File: src/etml_pkg.sv
// Package: constants, types and helpers of the enhanced timer mode logic
// Overview of operation
// - All mode bits zero selects compare-match output
// - Clear-select low: period match or overflow clears
// - Clear-select high: A match clears, no P flag
// - Only A/B matches move compare-match pins
// - Output function sets, clears or toggles pin
// - Pin holds initial level before first match
// - Run rising edge restores initial pin level
// - Timer mode: compare flags, pins not driven
// - Clear-select high: A sets period, B duty
// - Period codes 1..7 give 128..896, 0 gives 1024
// - Edge aligned starts together, centre aligned staggers
// - PWM raises A, B and P match flags
// - Active level, function field and inversion shape pins
// - Duty at or above period gives full duty (centre aligned gives full duty only above period)
// - Alignment field picks edge or centre match direction
// - Function codes: inactive, active, PWM, single pulse (single pulse is not built here and rests inactive)
// - Counter and compare values are ten bits
package etml_pkg;
  localparam int CNT_W = 10;
  localparam int PER_W = 3;
  // Register byte offsets
  localparam logic [7:0] OFS_RUN  = 8'h00;
  localparam logic [7:0] OFS_CTL1 = 8'h04;
  localparam logic [7:0] OFS_CTL2 = 8'h08;
  localparam logic [7:0] OFS_CNT  = 8'h0c;
  localparam logic [7:0] OFS_CMPA = 8'h10;
  localparam logic [7:0] OFS_CMPB = 8'h14;
  localparam logic [7:0] OFS_FLAG = 8'h18;
  // Field positions
  localparam int RUN_BIT   = 0;
  localparam int PER_LSB   = 4;
  localparam int MODE_LSB  = 6;
  localparam int FUNC_LSB  = 4;
  localparam int OCTL_BIT  = 3;
  localparam int INV_BIT   = 2;
  localparam int CLR_BIT   = 0;
  localparam int ALIGN_LSB = 0;
  localparam int FLAG_A    = 0;
  localparam int FLAG_B    = 1;
  localparam int FLAG_P    = 2;
  // Reset values
  localparam logic [7:0]       CTL_RST = 8'h00;
  localparam logic [CNT_W-1:0] CMP_RST = 10'h000;
  localparam logic [PER_W-1:0] PER_RST = 3'h0;
  // Period arithmetic: field steps of 128, code zero means full count
  localparam int          PER_SHIFT = 7;
  localparam logic [10:0] FULL_SPAN = 11'h400;
  localparam logic [9:0]  CNT_MAX   = 10'h3ff;
  // Timer clock divider default (one tick per system clock)
  localparam int TICK_DIV_DEF = 1;

  typedef enum logic [1:0] {
    MODE_CMP = 2'b00, MODE_CAP = 2'b01, MODE_PWM = 2'b10, MODE_TMR = 2'b11
  } etml_mode_t;
  // Compare-match output functions
  localparam logic [1:0] FN_NONE = 2'b00;
  localparam logic [1:0] FN_LOW  = 2'b01;
  localparam logic [1:0] FN_HIGH = 2'b10;
  localparam logic [1:0] FN_TOG  = 2'b11;
  // PWM output functions
  localparam logic [1:0] PW_OFF  = 2'b00;
  localparam logic [1:0] PW_ON   = 2'b01;
  localparam logic [1:0] PW_WAVE = 2'b10;
  localparam logic [1:0] PW_ONE  = 2'b11;
  // Alignment codes
  localparam logic [1:0] AL_EDGE = 2'b00;
  localparam logic [1:0] AL_UP   = 2'b01;
  localparam logic [1:0] AL_DN   = 2'b10;
  localparam logic [1:0] AL_BOTH = 2'b11;

  typedef enum logic {DIR_UP = 1'b0, DIR_DOWN = 1'b1} etml_dir_t;

  typedef struct packed {
    logic [1:0] mode;
    logic [1:0] outfunc;
    logic       out_ctrl;
    logic       invert;
  } etml_chcfg_t;

  // Unpack a channel control byte
  function automatic etml_chcfg_t etml_to_cfg(input logic [7:0] b);
    etml_chcfg_t c;
    c.mode     = b[MODE_LSB +: 2];
    c.outfunc  = b[FUNC_LSB +: 2];
    c.out_ctrl = b[OCTL_BIT];
    c.invert   = b[INV_BIT];
    return c;
  endfunction : etml_to_cfg
endpackage : etml_pkg

File: src/etml_chan.sv
// One compare channel: match detect, output level and pin register
`timescale 1ns/10ps
module etml_chan
  import etml_pkg::*;
#(
  parameter int W = CNT_W
) (
  input  logic         clk,
  input  logic         rst_n,
  input  logic         tick,
  input  logic         restart,
  input  etml_chcfg_t  cfg,
  input  logic [W-1:0] cnt,
  input  logic [W-1:0] cmp,
  input  etml_dir_t    dir,
  input  logic [1:0]   align,
  output logic         match,
  output logic         pin
);
  logic dir_ok;
  logic act;
  logic lvl_q;
  logic lvl_d;
  logic pwm_lvl;
  logic pin_q;
  logic pin_d;

  // Centre modes AL_UP and AL_DN match only in their count direction; AL_BOTH matches in either
  assign dir_ok = (align == AL_EDGE) || (align == AL_BOTH)
               || (align == AL_UP && dir == DIR_UP)
               || (align == AL_DN && dir == DIR_DOWN);
  assign match  = tick && (cnt == cmp) && dir_ok;
  // Duty above the period keeps this true all period long
  assign act    = cnt < cmp;

  // Compare-match level: initial level until a match moves it
  always_comb begin
    lvl_d = lvl_q;
    if (restart || cfg.mode != MODE_CMP) begin
      lvl_d = cfg.out_ctrl;
    end else if (match) begin
      case (cfg.outfunc)
        FN_LOW:  lvl_d = 1'b0;
        FN_HIGH: lvl_d = 1'b1;
        FN_TOG:  lvl_d = ~lvl_q;
        default: lvl_d = lvl_q;
      endcase
    end
  end

  // PWM level; single pulse is not built here and rests inactive
  always_comb begin
    case (cfg.outfunc)
      PW_ON:   pwm_lvl = cfg.out_ctrl;
      PW_WAVE: pwm_lvl = act ? cfg.out_ctrl : ~cfg.out_ctrl;
      default: pwm_lvl = ~cfg.out_ctrl;
    endcase
  end

  assign pin_d = ((cfg.mode == MODE_PWM) ? pwm_lvl : lvl_q) ^ cfg.invert;
  assign pin   = pin_q;

  always_ff @(posedge clk) begin
    if (!rst_n) begin
      lvl_q <= 1'b0;
      pin_q <= 1'b0;
    end else begin
      lvl_q <= lvl_d;
      pin_q <= pin_d;
    end
  end
endmodule : etml_chan

File: src/etml_top.sv
// Enhanced timer mode logic with AHB-Lite register slave
//
// The address map and the AHB-Lite slave port are this design's own decisions.
`timescale 1ns/10ps
module etml_top
  import etml_pkg::*;
#(
  parameter int TICK_DIV = TICK_DIV_DEF
) (
  input  logic        CLK,
  input  logic        RST_N,
  input  logic        HSEL,
  input  logic [31:0] HADDR,
  input  logic [1:0]  HTRANS,
  input  logic        HWRITE,
  input  logic [2:0]  HSIZE,
  input  logic [31:0] HWDATA,
  input  logic        HREADY,
  output logic [31:0] HRDATA,
  output logic        HREADYOUT,
  output logic        HRESP,
  output logic        CHAN_A_PIN,
  output logic        CHAN_A_PIN_OE,
  output logic        CHAN_B_PIN_FIRST,
  output logic        CHAN_B_PIN_FIRST_OE,
  output logic        CHAN_B_PIN_SECOND,
  output logic        CHAN_B_PIN_SECOND_OE
);
  // Bus and register state
  logic             wr_q;
  logic [7:0]       waddr_q;
  logic [31:0]      rdata_q;
  logic [31:0]      rd_mux;
  logic             acc;
  logic             run_q;
  logic             run_d1_q;
  logic [PER_W-1:0] period_field_q;
  logic [7:0]       timer_ctrl_one_q;
  logic [7:0]       timer_ctrl_two_q;
  logic [CNT_W-1:0] compare_a_value_q;
  logic [CNT_W-1:0] compare_b_value_q;
  logic [2:0]       flag_q;
  logic [2:0]       flag_d;
  logic [2:0]       flag_set;
  logic [2:0]       flag_clr;
  // Counter state
  logic [15:0]      div_q;
  logic             tick;
  logic             tick_run;
  logic             restart;
  logic [CNT_W-1:0] cnt_q;
  logic [CNT_W-1:0] cnt_d;
  etml_dir_t        dir_q;
  etml_dir_t        dir_d;
  // Decoded control
  etml_chcfg_t      cfg_a;
  etml_chcfg_t      cfg_b;
  etml_mode_t       mode;
  logic             clear_source_sel;
  logic [1:0]       align_sel;
  logic             is_pwm;
  logic             centre;
  logic [1:0]       chan_align;
  logic [10:0]      per_span;
  logic [10:0]      base;
  logic [CNT_W-1:0] top_c;
  logic [CNT_W-1:0] top_e;
  logic [CNT_W-1:0] top;
  logic             match_a_flag;
  logic             match_b_flag;
  logic             match_period_flag;
  logic             match_a_ch;
  logic             wrap_a;

  // AHB-Lite: zero wait states, always OKAY
  assign acc       = HSEL && HTRANS[1] && HREADY;
  assign HREADYOUT = 1'b1;
  assign HRESP     = 1'b0;
  assign HRDATA    = rdata_q;

  // Read mux sampled in the address phase; unmapped offsets read zero
  always_comb begin
    rd_mux = 32'h0000_0000;
    case (HADDR[7:0])
      OFS_RUN: begin
        rd_mux[RUN_BIT]           = run_q;
        rd_mux[PER_LSB +: PER_W]  = period_field_q;
      end
      OFS_CTL1: rd_mux[7:0]       = timer_ctrl_one_q;
      OFS_CTL2: rd_mux[7:0]       = timer_ctrl_two_q;
      OFS_CNT:  rd_mux[CNT_W-1:0] = cnt_q;
      OFS_CMPA: rd_mux[CNT_W-1:0] = compare_a_value_q;
      OFS_CMPB: rd_mux[CNT_W-1:0] = compare_b_value_q;
      OFS_FLAG: rd_mux[2:0]       = flag_q;
      default:  rd_mux            = 32'h0000_0000;
    endcase
  end

  // Address phase capture
  always_ff @(posedge CLK) begin
    if (!RST_N) begin
      wr_q    <= 1'b0;
      waddr_q <= 8'h00;
      rdata_q <= 32'h0000_0000;
    end else begin
      wr_q <= acc && HWRITE;
      if (acc) begin
        waddr_q <= HADDR[7:0];
      end
      if (acc && !HWRITE) begin
        rdata_q <= rd_mux;
      end
    end
  end

  // Data phase writes
  always_ff @(posedge CLK) begin
    if (!RST_N) begin
      run_q             <= 1'b0;
      period_field_q    <= PER_RST;
      timer_ctrl_one_q  <= CTL_RST;
      timer_ctrl_two_q  <= CTL_RST;
      compare_a_value_q <= CMP_RST;
      compare_b_value_q <= CMP_RST;
    end else if (wr_q) begin
      case (waddr_q)
        OFS_RUN: begin
          run_q          <= HWDATA[RUN_BIT];
          period_field_q <= HWDATA[PER_LSB +: PER_W];
        end
        OFS_CTL1: timer_ctrl_one_q  <= HWDATA[7:0];
        OFS_CTL2: timer_ctrl_two_q  <= HWDATA[7:0];
        OFS_CMPA: compare_a_value_q <= HWDATA[CNT_W-1:0];
        OFS_CMPB: compare_b_value_q <= HWDATA[CNT_W-1:0];
        default: ;
      endcase
    end
  end

  // Mode decode; a mixed pair of modes parks the pins
  assign cfg_a            = etml_to_cfg(timer_ctrl_one_q);
  assign cfg_b            = etml_to_cfg(timer_ctrl_two_q);
  assign mode             = (cfg_a.mode == cfg_b.mode) ? etml_mode_t'(cfg_a.mode)
                                                       : MODE_CAP;
  assign clear_source_sel = timer_ctrl_one_q[CLR_BIT];
  assign align_sel        = timer_ctrl_two_q[ALIGN_LSB +: 2];
  assign is_pwm           = (mode == MODE_PWM);
  assign centre           = is_pwm && (align_sel != AL_EDGE);
  assign chan_align       = centre ? align_sel : AL_EDGE;

  // Period span: field times 128, field zero meaning the full count
  assign per_span = (period_field_q == PER_RST) ? FULL_SPAN
                  : {1'b0, period_field_q, 7'h00};
  assign base     = clear_source_sel ? {1'b0, compare_a_value_q} : per_span;
  // Centre and compare modes turn at base; 1024 is capped so it overflows
  assign top_c    = (base > {1'b0, CNT_MAX}) ? CNT_MAX : base[CNT_W-1:0];
  // Edge PWM counts base states, so it turns one below
  assign top_e    = (base == 11'h000) ? CMP_RST : 10'(base - 11'h001);
  assign top      = (is_pwm && !centre) ? top_e : top_c;

  // Timer clock enable; clock source selection sits outside this block
  assign tick = (div_q == 16'h0000);
  always_ff @(posedge CLK) begin
    if (!RST_N) begin
      div_q <= 16'h0000;
    end else begin
      div_q <= (div_q >= 16'(TICK_DIV - 1)) ? 16'h0000 : div_q + 16'h0001;
    end
  end

  // Run rising edge restarts the counter and restores pins
  assign restart  = run_q && !run_d1_q;
  assign tick_run = tick && run_q && !restart;

  // Counter: edge counting wraps at top, centre counting bounces
  always_comb begin
    cnt_d = cnt_q;
    dir_d = dir_q;
    if (restart) begin
      cnt_d = CMP_RST;
      dir_d = DIR_UP;
    end else if (tick_run) begin
      if (!centre) begin
        cnt_d = (cnt_q == top) ? CMP_RST : cnt_q + 10'h001;
      end else begin
        case (dir_q)
          DIR_UP: begin
            if (cnt_q >= top) begin
              dir_d = DIR_DOWN;
              cnt_d = (top == CMP_RST) ? CMP_RST : cnt_q - 10'h001;
            end else begin
              cnt_d = cnt_q + 10'h001;
            end
          end
          DIR_DOWN: begin
            if (cnt_q == CMP_RST) begin
              dir_d = DIR_UP;
              cnt_d = (top == CMP_RST) ? CMP_RST : 10'h001;
            end else begin
              cnt_d = cnt_q - 10'h001;
            end
          end
          default: dir_d = DIR_UP;
        endcase
      end
    end
  end

  always_ff @(posedge CLK) begin
    if (!RST_N) begin
      cnt_q    <= CMP_RST;
      dir_q    <= DIR_UP;
      run_d1_q <= 1'b0;
    end else begin
      cnt_q    <= cnt_d;
      dir_q    <= dir_d;
      run_d1_q <= run_q;
    end
  end

  // Channels A and B
  etml_chan #(.W(CNT_W)) u_chan_a (
    .clk     (CLK),
    .rst_n   (RST_N),
    .tick    (tick_run),
    .restart (restart),
    .cfg     (cfg_a),
    .cnt     (cnt_q),
    .cmp     (compare_a_value_q),
    .dir     (dir_q),
    .align   (chan_align),
    .match   (match_a_ch),
    .pin     (CHAN_A_PIN)
  );
  etml_chan #(.W(CNT_W)) u_chan_b (
    .clk     (CLK),
    .rst_n   (RST_N),
    .tick    (tick_run),
    .restart (restart),
    .cfg     (cfg_b),
    .cnt     (cnt_q),
    .cmp     (compare_b_value_q),
    .dir     (dir_q),
    .align   (chan_align),
    .match   (match_b_flag),
    .pin     (CHAN_B_PIN_FIRST)
  );
  assign CHAN_B_PIN_SECOND = CHAN_B_PIN_FIRST;

  // Edge PWM with A period never reaches A itself, so flag A at the wrap
  assign wrap_a            = tick_run && is_pwm && !centre && clear_source_sel
                          && (cnt_q == top);
  assign match_a_flag      = match_a_ch || wrap_a;
  // P match only exists while the period field clears the counter
  assign match_period_flag = tick_run && !clear_source_sel
                          && (centre ? (dir_q == DIR_DOWN && cnt_q == CMP_RST)
                                     : (cnt_q == top));

  // Sticky flags, write one to clear; a new match beats the clear
  assign flag_set = {match_period_flag, match_b_flag, match_a_flag};
  assign flag_clr = (wr_q && waddr_q == OFS_FLAG) ? HWDATA[2:0] : 3'h0;
  assign flag_d   = (flag_q & ~flag_clr) | flag_set;
  always_ff @(posedge CLK) begin
    if (!RST_N) begin
      flag_q <= 3'h0;
    end else begin
      flag_q <= flag_d;
    end
  end

  // Pin function claim: timer mode leaves pins to other functions
  assign CHAN_A_PIN_OE        = (mode == MODE_CMP) || (is_pwm && !clear_source_sel);
  assign CHAN_B_PIN_FIRST_OE  = (mode == MODE_CMP) || is_pwm;
  assign CHAN_B_PIN_SECOND_OE = CHAN_B_PIN_FIRST_OE;
endmodule : etml_top

File: config.mk
export PLATFORM = sky130hd
export DESIGN_NAME = etml_top
export DESIGN_NICKNAME = d
export VERILOG_FILES = /design/src/etml_pkg.sv /design/src/etml_chan.sv /design/src/etml_top.sv
export SDC_FILE = /design/constraint.sdc
export NUM_CORES = 1
export LEC_CHECK = 0
export BUFFER_PORTS_ARGS = -buffer_cell sky130_fd_sc_hd__buf_2
export CAP_MARGIN = 10
export CORE_MARGIN = 4
export CORE_UTILIZATION = 61
export CTS_BUF_LIST = sky130_fd_sc_hd__clkbuf_4 sky130_fd_sc_hd__clkbuf_8
export CTS_CLUSTER_SIZE = 24
export DETAILED_ROUTE_END_ITERATION = 16
export HOLD_SLACK_MARGIN = 0.03
export PLACE_DENSITY = 0.95
export SKIP_CTS_REPAIR_TIMING = 1
export SYNTH_ARGS = -nofsm -noshare
export SYNTH_HDL_FRONTEND = slang
export SYNTH_SLANG_ARGS = --single-unit
File: constraint.sdc
create_clock -name CLK -period 11.5 [get_ports CLK]
set_input_delay 2.3 -clock CLK [delete_from_list [all_inputs] [get_ports CLK]]
set_output_delay 2.3 -clock CLK [all_outputs]
set_load 0.005 [all_outputs]
==> metrics.txt <==
Seq pwr share=51.0%; TritonCTS Buffers=9; critical path, cell by cell=buf_4, nand2_1, ha_1, nor2b_1, a32oi_1, or2_2, and2_1, a21oi_1, ha_1, nand4_1, nor3_1, nor2_1, a2111oi_0, o22ai_1; min Tclk post-route=4630 ps; port buffer count=39; Chip Width=107 µm; Worst setup SP type=flop; Post-synth EDFFs=0; reg-to-reg startpoint=timer_ctrl_one_q[0]; footprint of the multi-input gates=3890 µm²; layout cells sized above 1=10.8%; Syn. warnings=0; DRT Wirelength=17.4 mm; headroom to the max-slew limit=between 20% and 30%; hold_sp=waddr_q[6]; nets@finish=896; Clock Latency Late Sink=roughly 380 ps; RSZ-0062 raised after global routing=no; register area share after synthesis=26.4%; first-pass iteration count of the detailed router=6; switching pwr=0.000152 W; Post-DP HPWL=11.9 mm; largest cells by area after synthesis=dfxtp_1 26%, mux2i_1 9.3%, ha_1 8.9%, nor2_1 6.5%, a21oi_1 5.7%; row count=35; area growth from synthesis to layout=4.96%; post-DR vias/cell=roughly 6.5; # DRC=0; CP max stage cell=nor3_1; leakage power=2.64 nW; CP max stage delay=approximately 760 ps; CTS Buffer Depth=2; r2r endpoint=cnt_q[6]; P_int=between 0.0003 and 0.0004 W; Comb pwr share=under 10%; status=complete, no violations; post-DR wirelength/cell=around 19 µm; Worst-Margin Slew=1160 ps; synthesized area per cell=7.63 µm²; Antenna Cells=0; dominant cell type by area after synthesis=dfxtp_1; initial core utilization=63.5%; Slew Viols, Final=0; final core utilization=66.7%; fmax=0.216 GHz; reg-to-reg slack, setup=around 6900 ps; hold depth=2; CTS Sinks=78; IO Count=114; Final Hold Vio Count=0; CP endpoint kind=flop; Vias=around 6000; Critical Path AT=4880 ps; Die Height=approximately 110 µm; vias in the first global route=5586; Post-synth ARST share=0%; Distinct cells, synth=67; largest net degree at the start of global routing=63; critical path class=reg -> reg; mapped cell area=just under 6000 µm²; Seq cells post-synth=78; Max VDD drop=0.0000683 V; CTS root buffer=clkbuf_8; initial antenna violation count=0; GR Overflow Total=0; CP Max Fanout=31; hold endpoint=waddr_q[6]; Worst Hold Class=reg -> reg; fillers=754; Cells after Synth=776; final setup skew=18.8 ps; Clock transition at path regs=around 110 ps; CTS H-tree depth=3; area of the core=9330 µm²; top-area cell type share of the netlist area=26.4%; CTS tree=done; die area=11400 µm²; Clk network pwr share=41.5%; Seq. cell area=1560 µm²; DR iter-0 viols=671; Switching Fraction=between 20% and 30%; Fin Setup TNS=0 ps; FF-to-FF path depth=14; most frequent cell on the critical path=ha_1; post-route ant nets=0; Max Cap Violations=0; worst path required time=approximately 12000 ps; Top FF cell, synth=dfxtp_1; GRT Resource Usage Total=30.7%; wire length of the first global-routing pass=28.0 mm; PD cells=87.1 nW/µm²; gpl congestion=around 0.96; period utilization=about two fifths; Setup-failing EPs final=0
==> stage by stage <==
step / instances / cell area [µm²] / total power (W) / hold slack (ps) / worst slack [ps]
after floorplan: 798 / 6010 / 0.000312 / 431 / 7170
after global placement: 898 / 6010 / 0.000320 / 442 / 7020
after detailed placement: 898 / 6010 / 0.000321 / 449 / 7020
after CTS: 914 / 6220 / 0.000537 / 464 / 6970
after global routing: 914 / 6220 / 0.000554 / 488 / 6440
final: 914 / 6220 / 0.000541 / 466 / 6870
==> flip-flops by register name, indices dropped and copies added (netlist names), 3 cells and up <==
signal and cells:
HRDATA 10, timer_ctrl_two_q 8, compare_b_value_q 10, waddr_q 8, period_field_q 3, compare_a_value_q 10
cnt_q 10, timer_ctrl_one_q 8, flag_q 3
==> cells in the final DEF, fill, tap and decap left out, types with 5 or more instances in the layout <==
master and n:
mux2i_1 55, xnor2_1 5, buf_4 5, buf_2 39
inv_1 43, nand2_1 47, mux2_2 11, o21a_1 6
nor2b_1 12, a31oi_1 10, o221ai_1 5, o22ai_1 11
nand4_1 9, ha_1 42, xor2_1 7, o21ai_0 33
a21o_1 5, and2_1 5, dfxtp_1 78, o211ai_1 6
or4_1 6, a211oi_1 11, or3_1 7, nand3_1 25
a21oi_1 67, nand2b_1 6, nor3_1 21, nor4_1 6
clkbuf_8 9, conb_1 24, nor2_1 102
==> worst max path at each step <==
stage	from	to	slack (ps)
floorplan	timer_ctrl_one_q[0]	cnt_q[6]	7170
global placement	timer_ctrl_one_q[0]	cnt_q[6]	7020
detailed placement	timer_ctrl_one_q[0]	cnt_q[6]	7020
CTS	timer_ctrl_one_q[0]	cnt_q[6]	6970
global route	timer_ctrl_one_q[0]	cnt_q[6]	6440
finish	timer_ctrl_one_q[0]	cnt_q[6]	6870
==> cell families after synthesis <==
family          synth area share [%]
simple gates                    22.5
fa+ha+maj                       8.87
xor+xnor                        1.77
other cells                    0.127
buf+inv                         9.42
compound gates                  19.6
flops                           26.4
mux                             11.4
==> area by class of cell <==
cell class	count	area share (%)
multi-input combinational	603	62.6
inverter	44	2.66
sequential	78	25.1
clock buffer	9	1.99
clock inverter	7	1.29
tap	129	2.60
timing repair buffer	44	3.74
==> power by group through the flow <==
stage                     clock network (W)   logic, W  registers, W
final                              0.000225  0.0000405      0.000276
after global routing               0.000234  0.0000439      0.000277
after CTS                          0.000222  0.0000390      0.000276
after detailed placement                  0  0.0000386      0.000282
after global placement                    0  0.0000376      0.000282
after floorplan                           0  0.0000316      0.000281
==> cell usage after synthesis, types with 6 or more instances <==
library cell / instances
or4_1: 6
o21a_1: 6
ha_1: 42
nand3_1: 25
o22ai_1: 11
mux2_2: 11
a21oi_1: 67
a31oi_1: 10
inv_1: 43
or3_1: 7
dfxtp_1: 78
nor4_1: 6
o21ai_0: 33
nand2_1: 47
nand2b_1: 6
nor2b_1: 12
mux2i_1: 55
buf_2: 8
nor2_1: 102
xor2_1: 7
nand4_1: 9
nor3_1: 21
o211ai_1: 6
clkbuf_1: 35
buf_4: 27
a211oi_1: 11
==> critical path, delay by kind of cell, from the launching register on <==
kind / cells / cell delay, ps
and+or+nand+nor: 7 / 1990
adders and majority gates: 2 / 690
buffers and inverters: 1 / 320
AOI/OAI and AO/OA: 4 / 1200
DFF: 1 / 320
==> layer usage <==
layer | track usage, % | vias to the layer above | routed length (µm)
met2 | 47.8 | 424 | 7740
met5 | 0 | - | 0
met4 | 16.4 | 0 | 950
met1 | 40.1 | 2699 | 6720
li1 | - | 2718 | -
met3 | 6.13 | 113 | 2000
Note: power is estimated with default switching activity, not from simulation.
